`src/common/trsw_defines.vh`:
```
/*
 * Constants of the trace record store writer: register offsets, field
 * positions, reset values, management-area layout and record sizes.
 * Assumes it is included by its bare name from the design file.
 */
`ifndef TRSW_DEFINES_VH
`define TRSW_DEFINES_VH

// wishbone register byte offsets
`define TRSW_REG_CTRL 8'h00
`define TRSW_REG_AREA 8'h04
`define TRSW_REG_MISC 8'h08
`define TRSW_REG_FEAT 8'h0C
`define TRSW_REG_STAT 8'h10
`define TRSW_REG_CLO 8'h14
`define TRSW_REG_CHI 8'h18

// debug_control_reg fields
`define TRSW_CTRL_BR_EN 0
`define TRSW_CTRL_SP_EN 1
`define TRSW_CTRL_RST 32'h00000000

// misc_feature_enable read-only fields
`define TRSW_MISC_BR_ABSENT 11
`define TRSW_MISC_SP_ABSENT 12

// feature_query result
`define TRSW_FEAT_STORE 21

// status fields
`define TRSW_STAT_BUSY 0
`define TRSW_STAT_BR_FULL 1
`define TRSW_STAT_SP_FULL 2
`define TRSW_STAT_BR_DROP 3
`define TRSW_STAT_SP_DROP 4

// management area byte offsets; each kind has base, index, max, threshold
`define TRSW_MA_BR_BASE 32'h00000000
`define TRSW_MA_SP_BASE 32'h00000010
`define TRSW_MA_IDX 32'h00000004
`define TRSW_MA_RELOAD 32'h00000020

// record sizes in bytes and in words
`define TRSW_BR_SIZE 32'h0000000C
`define TRSW_SP_SIZE 32'h00000028
`define TRSW_BR_WORDS 4'h3
`define TRSW_SP_WORDS 4'hA
`define TRSW_BR_READS 4'h3
`define TRSW_SP_READS 4'h5

// predicted bit inside the third branch record word
`define TRSW_BR_PRED_BIT 4

`endif

```
`src/hw/trsw_writer.v`:
```
/*
 * Trace record store writer: captures branch and precise sampling events,
 * fetches buffer pointers from the management area and writes records out
 * over a simple memory master port; registers over classic wishbone.
 * Assumes processor-side inputs are on clk_i and that memory answers every
 * request with a one-cycle mem_ack_i.
 */
`timescale 1ns/1ps
`include "trsw_defines.vh"

// Overview of operation
// - with branch enable set, a taken branch, interrupt or exception stores a record unless an earlier one is still pending
// - sampling overflow stores flags, linear pointer and eight general registers
// - after logging a sample the counter is reloaded and counting resumes
// - entering system management mode clears and suppresses all recording
// - machine check, reset and soft init clear the recording enables
// - real address mode changes nothing; recording keeps working
// - misc_feature_enable shows branch_trace_absent and sampling_absent read-only flags
// - feature_query bit 21 shows the trace store mechanism is present
// - store_area_pointer gives the management area; all pointers fetched from it
// - branch record of 12 bytes written at branch index, index then advanced
// - branch absolute maximum is first byte past branch buffer
// - writing the branch record at the threshold address raises an interrupt pulse
// - sampling record of 40 bytes written at sampling index, index then advanced
// - sampling absolute maximum is first byte past sampling buffer
// - writing the sampling record at the threshold address raises an interrupt pulse
// - a 40-bit reload value from the management area reloads the counter
// - branch record holds linear source and linear target addresses
// - bit 4 of the third branch word shows the branch was predicted
// - sampled registers are those presented at the overflowing event
// - stored instruction pointer is code segment base plus offset
// - sample layout: flags, pointer, then accumulator through stack pointer in 4-byte slots
// - only the fifth queue group counter produces sampling records
module trsw_writer #(
    parameter BR_ABSENT = 1'b0,
    parameter SP_ABSENT = 1'b0
) (
    input wire clk_i,
    input wire rst_i,
    input wire wb_cyc_i,
    input wire wb_stb_i,
    input wire wb_we_i,
    input wire [7:0] wb_adr_i,
    input wire [3:0] wb_sel_i,
    input wire [31:0] wb_dat_i,
    output reg [31:0] wb_dat_o,
    output reg wb_ack_o,
    input wire branch_evt_i,
    input wire [31:0] branch_from_i,
    input wire [31:0] branch_to_i,
    input wire branch_pred_i,
    input wire count_evt_i,
    input wire [31:0] flags_register_i,
    input wire [31:0] instruction_pointer_i,
    input wire [31:0] code_base_i,
    input wire [255:0] gpr_i,
    input wire system_management_mode_i,
    input wire machine_check_i,
    input wire soft_init_i,
    input wire real_mode_i,
    output reg mem_req_o,
    output reg mem_we_o,
    output reg [31:0] mem_addr_o,
    output reg [31:0] mem_wdata_o,
    input wire mem_ack_i,
    input wire [31:0] mem_rdata_i,
    output reg branch_irq_o,
    output reg sampling_irq_o
);

    localparam S_IDLE = 3'd0;
    localparam S_RD = 3'd1;
    localparam S_CHK = 3'd2;
    localparam S_WR = 3'd3;
    localparam S_UPD = 3'd4;

    reg [2:0] state;
    reg kind;
    reg [3:0] step;
    reg [31:0] ctrl;
    reg [31:0] area;
    reg [39:0] counter;
    reg [4:0] stat;
    reg br_pend, sp_pend;
    reg [31:0] br_from, br_to;
    reg br_pred;
    reg [31:0] snap [0:9];
    reg [31:0] f_idx, f_max, f_thr, f_rlo;
    reg [7:0] f_rhi;
    reg br_done, sp_done, do_reload, br_full_set, sp_full_set;
    reg [31:0] rd_mux;
    integer n;

    wire wb_hit = wb_cyc_i & wb_stb_i & ~wb_ack_o;
    wire wb_wr = wb_hit & wb_we_i;
    // recording is off as long as the processor sits in system management mode
    wire rec_ok = ~system_management_mode_i;
    wire br_fire = branch_evt_i & ctrl[`TRSW_CTRL_BR_EN] & rec_ok & ~BR_ABSENT;
    // counter holds while a sample is waiting, so a second overflow cannot be lost
    wire cnt_inc = count_evt_i & ~sp_pend;
    wire cnt_ovf = cnt_inc & (&counter);
    wire sp_fire = cnt_ovf & ctrl[`TRSW_CTRL_SP_EN] & rec_ok & ~SP_ABSENT;
    wire [31:0] kbase = kind ? `TRSW_MA_SP_BASE : `TRSW_MA_BR_BASE;
    wire [31:0] rsize = kind ? `TRSW_SP_SIZE : `TRSW_BR_SIZE;
    wire [3:0] nreads = kind ? `TRSW_SP_READS : `TRSW_BR_READS;
    wire [3:0] nwords = kind ? `TRSW_SP_WORDS : `TRSW_BR_WORDS;
    wire [31:0] next_idx = f_idx + rsize;

    function [31:0] wmask;
        input [31:0] old_v;
        input [31:0] new_v;
        input [3:0] sel;
        integer b;
        begin
            wmask = old_v;
            for (b = 0; b < 4; b = b + 1) begin
                if (sel[b]) begin
                    wmask[8*b +: 8] = new_v[8*b +: 8];
                end
            end
        end
    endfunction

    // record word w of the current kind; sampling slots follow the fixed layout
    function [31:0] rec_word;
        input k;
        input [3:0] w;
        begin
            if (k) begin
                rec_word = snap[w];
            end else begin
                case (w)
                    4'h0: rec_word = br_from;
                    4'h1: rec_word = br_to;
                    4'h2: rec_word = {27'h0000000, br_pred, 4'h0};
                    default: rec_word = 32'h00000000;
                endcase
            end
        end
    endfunction

    // enables, pointer and status; hardware set beats a software clear
    always @(posedge clk_i) begin
        if (rst_i) begin
            ctrl <= `TRSW_CTRL_RST;
            area <= 32'h00000000;
            stat <= 5'h00;
        end else begin
            if (wb_wr && wb_adr_i == `TRSW_REG_CTRL) begin
                ctrl <= wmask(ctrl, wb_dat_i, wb_sel_i) & 32'h00000003;
            end
            if (system_management_mode_i || machine_check_i || soft_init_i) begin
                ctrl <= `TRSW_CTRL_RST;
            end
            if (wb_wr && wb_adr_i == `TRSW_REG_AREA) begin
                area <= wmask(area, wb_dat_i, wb_sel_i);
            end
            if (wb_wr && wb_adr_i == `TRSW_REG_STAT && wb_sel_i[0]) begin
                stat <= stat & ~wb_dat_i[4:0];
            end
            if (br_full_set) begin
                stat[`TRSW_STAT_BR_FULL] <= 1'b1;
            end
            if (sp_full_set) begin
                stat[`TRSW_STAT_SP_FULL] <= 1'b1;
            end
            if (br_fire && br_pend && !br_done) begin
                stat[`TRSW_STAT_BR_DROP] <= 1'b1;
            end
        end
    end

    // event capture; a new branch in the done cycle is kept
    always @(posedge clk_i) begin
        if (rst_i) begin
            br_pend <= 1'b0;
            sp_pend <= 1'b0;
            br_from <= 32'h00000000;
            br_to <= 32'h00000000;
            br_pred <= 1'b0;
            for (n = 0; n < 10; n = n + 1) begin
                snap[n] <= 32'h00000000;
            end
        end else begin
            if (br_done) begin
                br_pend <= 1'b0;
            end
            if (sp_done) begin
                sp_pend <= 1'b0;
            end
            if (br_fire && (!br_pend || br_done)) begin
                br_pend <= 1'b1;
                br_from <= branch_from_i;
                br_to <= branch_to_i;
                br_pred <= branch_pred_i;
            end
            if (sp_fire) begin
                sp_pend <= 1'b1;
                snap[0] <= flags_register_i;
                snap[1] <= code_base_i + instruction_pointer_i;
                for (n = 0; n < 8; n = n + 1) begin
                    snap[n + 2] <= gpr_i[32*n +: 32];
                end
            end
        end
    end

    // fifth queue group counter
    always @(posedge clk_i) begin
        if (rst_i) begin
            counter <= 40'h0000000000;
        end else if (do_reload) begin
            counter <= {f_rhi, f_rlo};
        end else if (wb_wr && wb_adr_i == `TRSW_REG_CLO) begin
            counter[31:0] <= wmask(counter[31:0], wb_dat_i, wb_sel_i);
        end else if (wb_wr && wb_adr_i == `TRSW_REG_CHI && wb_sel_i[0]) begin
            counter[39:32] <= wb_dat_i[7:0];
        end else if (cnt_inc) begin
            counter <= counter + 40'h0000000001;
        end
    end

    // record writer; one request stays up until acked, next may follow at once
    always @(posedge clk_i) begin
        if (rst_i) begin
            state <= S_IDLE;
            kind <= 1'b0;
            step <= 4'h0;
            mem_req_o <= 1'b0;
            mem_we_o <= 1'b0;
            mem_addr_o <= 32'h00000000;
            mem_wdata_o <= 32'h00000000;
            f_idx <= 32'h00000000;
            f_max <= 32'h00000000;
            f_thr <= 32'h00000000;
            f_rlo <= 32'h00000000;
            f_rhi <= 8'h00;
            br_done <= 1'b0;
            sp_done <= 1'b0;
            do_reload <= 1'b0;
            br_full_set <= 1'b0;
            sp_full_set <= 1'b0;
            branch_irq_o <= 1'b0;
            sampling_irq_o <= 1'b0;
        end else begin
            br_done <= 1'b0;
            sp_done <= 1'b0;
            do_reload <= 1'b0;
            br_full_set <= 1'b0;
            sp_full_set <= 1'b0;
            branch_irq_o <= 1'b0;
            sampling_irq_o <= 1'b0;
            case (state)
                S_IDLE: begin
                    // pointers are fetched fresh per record, software may move them
                    if ((sp_pend && !sp_done) || (br_pend && !br_done)) begin
                        kind <= sp_pend && !sp_done;
                        step <= 4'h0;
                        mem_req_o <= 1'b1;
                        mem_we_o <= 1'b0;
                        mem_addr_o <= area + ((sp_pend && !sp_done) ? `TRSW_MA_SP_BASE : `TRSW_MA_BR_BASE)
                            + `TRSW_MA_IDX;
                        state <= S_RD;
                    end
                end
                S_RD: begin
                    if (mem_ack_i) begin
                        case (step)
                            4'h0: f_idx <= mem_rdata_i;
                            4'h1: f_max <= mem_rdata_i;
                            4'h2: f_thr <= mem_rdata_i;
                            4'h3: f_rlo <= mem_rdata_i;
                            default: f_rhi <= mem_rdata_i[7:0];
                        endcase
                        if (step == nreads - 4'h1) begin
                            mem_req_o <= 1'b0;
                            state <= S_CHK;
                        end else begin
                            step <= step + 4'h1;
                            mem_addr_o <= mem_addr_o + 32'h00000004;
                        end
                    end
                end
                S_CHK: begin
                    step <= 4'h0;
                    // maximum is one past the last byte; a record must end before it
                    if (next_idx < f_max) begin
                        mem_req_o <= 1'b1;
                        mem_we_o <= 1'b1;
                        mem_addr_o <= f_idx;
                        mem_wdata_o <= rec_word(kind, 4'h0);
                        state <= S_WR;
                    end else begin
                        br_full_set <= ~kind;
                        sp_full_set <= kind;
                        br_done <= ~kind;
                        sp_done <= kind;
                        do_reload <= kind;
                        state <= S_IDLE;
                    end
                end
                S_WR: begin
                    if (mem_ack_i) begin
                        if (step == nwords - 4'h1) begin
                            mem_addr_o <= area + kbase + `TRSW_MA_IDX;
                            mem_wdata_o <= next_idx;
                            state <= S_UPD;
                        end else begin
                            step <= step + 4'h1;
                            mem_addr_o <= mem_addr_o + 32'h00000004;
                            mem_wdata_o <= rec_word(kind, step + 4'h1);
                        end
                    end
                end
                S_UPD: begin
                    if (mem_ack_i) begin
                        mem_req_o <= 1'b0;
                        mem_we_o <= 1'b0;
                        branch_irq_o <= ~kind & (f_idx == f_thr);
                        sampling_irq_o <= kind & (f_idx == f_thr);
                        br_done <= ~kind;
                        sp_done <= kind;
                        do_reload <= kind;
                        state <= S_IDLE;
                    end
                end
                default: begin
                    mem_req_o <= 1'b0;
                    state <= S_IDLE;
                end
            endcase
        end
    end

    // real_mode_i is deliberately unused; addressing is linear throughout
    always @* begin
        case (wb_adr_i)
            `TRSW_REG_CTRL: rd_mux = ctrl;
            `TRSW_REG_AREA: rd_mux = area;
            `TRSW_REG_MISC: begin
                rd_mux = 32'h00000000;
                rd_mux[`TRSW_MISC_BR_ABSENT] = BR_ABSENT;
                rd_mux[`TRSW_MISC_SP_ABSENT] = SP_ABSENT;
            end
            `TRSW_REG_FEAT: begin
                rd_mux = 32'h00000000;
                rd_mux[`TRSW_FEAT_STORE] = 1'b1;
            end
            `TRSW_REG_STAT: rd_mux = {27'h0000000, stat[4:1], state != S_IDLE};
            `TRSW_REG_CLO: rd_mux = counter[31:0];
            `TRSW_REG_CHI: rd_mux = {24'h000000, counter[39:32]};
            default: rd_mux = 32'h00000000;
        endcase
    end

    // wishbone slave: one wait state, every address answered
    always @(posedge clk_i) begin
        if (rst_i) begin
            wb_ack_o <= 1'b0;
            wb_dat_o <= 32'h00000000;
        end else begin
            wb_ack_o <= wb_hit;
            wb_dat_o <= wb_hit ? rd_mux : 32'h00000000;
        end
    end

endmodule

```
`config.mk`:
```
export PLATFORM = sky130hd
export DESIGN_NAME = trsw_writer
export DESIGN_NICKNAME = d
export VERILOG_FILES = /design/src/hw/trsw_writer.v
export VERILOG_INCLUDE_DIRS = /design/src /design/src/common
export SDC_FILE = /design/constraint.sdc
export NUM_CORES = 2
export LEC_CHECK = 0
export BUFFER_PORTS_ARGS = -buffer_cell sky130_fd_sc_hd__buf_2
export CORE_MARGIN = 2
export CORE_UTILIZATION = 45
export DETAILED_ROUTE_END_ITERATION = 10
export PLACE_DENSITY = 0.78
export RECOVER_POWER = 100
export SYNTH_ARGS = -nofsm -noshare
export SYNTH_HDL_FRONTEND = slang
export SYNTH_SLANG_ARGS = --single-unit
```
`constraint.sdc`:
```
create_clock -name clk_i -period 32.3 [get_ports clk_i]
set_input_delay 9.69 -clock clk_i [delete_from_list [all_inputs] [get_ports clk_i]]
set_output_delay 9.69 -clock clk_i [all_outputs]
set_load 0.01 [all_outputs]
```
==> flow_summary.toml <==
[sta]
timing.hold.ws_ns = 0.456
fin_tns_setup_ns = 0
tightestPinTransition_ns = 4.50
clock_skew_ns = 0.0421
post-route-period-util = 0.663
finalCriticalPeriod_ns = 21.42
hold_violations = 0
maxSlewViolCount = 1066
relSlewSlack = -2.00
rsz0062_at_grt = "no"
setup_viol = 0
fmax_mhz = 46.7

[synthesis]
synth_nets = 4565
synth_top_area_frac = 0.261
ys_seq_area_frac = 0.475
synthXorXnorAreaFrac = 0.0362
ys.flop_type = "dfxtp_1"
synth-simple-area-share = 0.209
ys_warn_count = 0
yosysTopAreaCell = "edfxtp_1"
netlist-cell-type-count = 85
post-synth-top-count-cell = "nand2_1"
synth_edf_count = 320
ys_ff_latch = 714
synth_compound_area_frac = 0.151
synth_mux_area_frac = 0.0619
synth.avg_cell_area_um2 = 9.24
synth_top_family_by_area = "simple AND/OR/NAND/NOR gates"
synthTopCellsByCount = "nand2_1 (700), dfxtp_1 (394), a21oi_1 (390)"
ys_top_cells_by_area = "edfxtp_1 (26%), dfxtp_1 (21%), nand2_1 (7.1%)"
synthAdderAreaFrac = 0.0264
synth_area_mm2 = 0.0368
synthCells = 3983
async_flop_share = 0

[route]
viasPerCell = 6.00
num_vias = 33400
avgRoutedWirePerCell_um = 25.5
drt-initial-drc-count = 4169
drc = 0
totalWireLength_um = 142000
firstDrtPassIters = 6
postRouteAntennaNets = 0

[pwr]
p_sw_frac = 0.273
intPower_mw = 1.61
powerDensity_mw_per_mm2 = 51.5
peakVddDrop_mv = 0.0480
power_frac_seq = 0.455
power_mw = 2.21
comb_power_share = 0.123
p_sw_mw = 0.603
leakagePower_nw = 15.1
clock_power_share = 0.422

[critical_path]
crit_chain = "clkbuf_1 -> inv_1 -> clkbuf_1 -> nand2_1 -> clkbuf_1 -> buf_4"
worst-path-max-fanout = 90
cp-end-kind = "flop"
worstReg2RegStart = "counter[0]"
critPathLaunchType = "input port"
crit_slowest_cell = "clkbuf_1"
cp.required_ns = 32.57
r2r_slack_ns = 21.47
reg2reg_to = "snap[0][23]"
cpMostUsedCell = "clkbuf_1"
reg2reg_depth = 11
crit_type = "in -> reg"
cp.arrival_ns = 21.69
max_stage_delay_ns = 3.29

[global_route]
grtUsageMet2 = 0.540
gr-usage-met1 = 0.392
met3_usage = 0.0718
grt_pass1_vias = 31200
grt_start_max_net_pins = 141
grt_use_total = 0.325
top_usage_layer = "met2"
overflow = 0
grt_pass1_wl_um = 204000
antenna_found_initial = 38

[worst_hold_path]
min_delay_worst_endpoint = "br_to[18]"
min_from = "br_to[18]"
hold_depth = 2
hp-class = "reg -> reg"

[floorplan]
die_y_um = 290
design.die.area_mm2 = 0.0841
initial_core_util = 0.456
die_x_um = 290
fp.coreArea_mm2 = 0.0808
rows = 104
ios = 606

[final_layout]
post_layout_nonfiller_instances = 5569
fin_area_mm2 = 0.0429
drive_gt1_frac = 0.169
area_growth_syn_to_layout_pct = 16.6
fin_nets = 5001

[place]
portBuffers = 604
place.gp.congestion = 0.999
dp_hpwl_um = 106000
post-place-cells = 5400
placed_area_mm2 = 0.0404

[clock_network]
clk_latency_ns = 0.66
ctsResizeCount = 0
clockRootBuffer = "clkbuf_16"
clock-sinks = 714
cts_htree_levels = 3
clock_path_buffers = 3
numCtsBuffers = 77
cts_post_setup_buffers_inserted = 0
tritoncts = "built"
postCtsHoldBufs = 0
clkTransAtPathRegs_ns = 0.06

[flow_run]
maxCapViolCount = 15

[run_status]
outcome = "finished, violations left"
failed_checks = "max-capacitance violations, max-slew violations"
-- registers in the layout, summed over array words and instances, names as in the netlist, 3 cells and up --
| name | flops |
|---|---|
| area | 32 |
| br_from | 32 |
| br_to | 32 |
| counter | 40 |
| f_idx | 32 |
| f_max | 32 |
| f_rhi | 8 |
| f_rlo | 32 |
| f_thr | 32 |
| mem_addr_o | 32 |
| mem_wdata_o | 32 |
| snap | 320 |
| stat | 4 |
| state | 3 |
| step | 4 |
| wb_dat_o | 32 |
-- cells in the final DEF (no fill, tap or decap), types with 77 or more instances in the layout --
cell type / count
nand3_1: 105
nand2_1: 700
and2_0: 210
nor2_1: 235
a21oi_1: 390
o21ai_0: 186
and2_1: 93
clkbuf_16: 77
buf_2: 502
clkbuf_1: 130
edfxtp_1: 320
dfxtp_1: 392
-- critical path, delay by kind of cell --
family	cells	cell delay [ns]
buffers and inverters	5	9.17
AND/OR/NAND/NOR	1	2.62
-- logic make-up (layout without fill, tap and decap cells) --
| family | Yosys count | after routing |
|---|---|---|
| other cells | 0 | 31 |
| fa+ha+maj | 77 | 77 |
| mux | 146 | 146 |
| compound gates | 917 | 917 |
| buf+inv | 358 | 853 |
| xor+xnor | 152 | 152 |
| simple gates | 1619 | 1619 |
| flops | 714 | 714 |
-- per-stage QoR --
| stage | setup slack [ns] | utilization |
|---|---|---|
| floorplan | 14.42 | - |
| global placement | 18.46 | 0.500 |
| CTS | 19.12 | 0.533 |
| finish | 10.88 | 0.531 |
| global route | 10.02 | 0.531 |
| detailed placement | 18.46 | 0.500 |
-- power groups by stage --
stage	logic, mW	registers [mW]	clock network (mW)
3_5_place_dp	0.266	1.02	0
6_report	0.272	1.00	0.933
4_1_cts	0.268	1.00	0.936
5_1_grt	0.290	1.01	0.970
2_1_floorplan	0.156	1.01	0
3_3_place_gp	0.264	1.02	0
-- worst max-delay path by stage --
stage	startpoint	endpoint	slack (ns)	cells past startpoint
detailed placement	rst_i	snap[1][12]	18.46	6
finish	rst_i	snap[1][13]	10.88	6
global placement	rst_i	snap[1][3]	18.46	6
floorplan	rst_i	snap[0][0]	14.42	4
global route	rst_i	snap[1][12]	10.02	6
CTS	rst_i	snap[1][12]	19.12	6
-- layout make-up --
| cell class | count | area, µm² |
|---|---|---|
| Multi-Input combinational cell | 2911 | 17900 |
| Timing Repair Buffer | 650 | 3190 |
| Inverter | 65 | 244 |
| Antenna cell | 31 | 77.6 |
| Sequential cell | 714 | 17500 |
| Tap cell | 1060 | 1330 |
| Clock inverter | 36 | 538 |
| Clock buffer | 102 | 2120 |
| Fill cell | 7285 | 37900 |
-- metal layers --
layer  up-vias  part of all wire
met5         -           0.00066
met3       385              0.11
met1     15900              0.36
met2      2050              0.48
met4        14             0.058
li1      15100                 -
No activity file was read; power rests on OpenSTA's default activity.
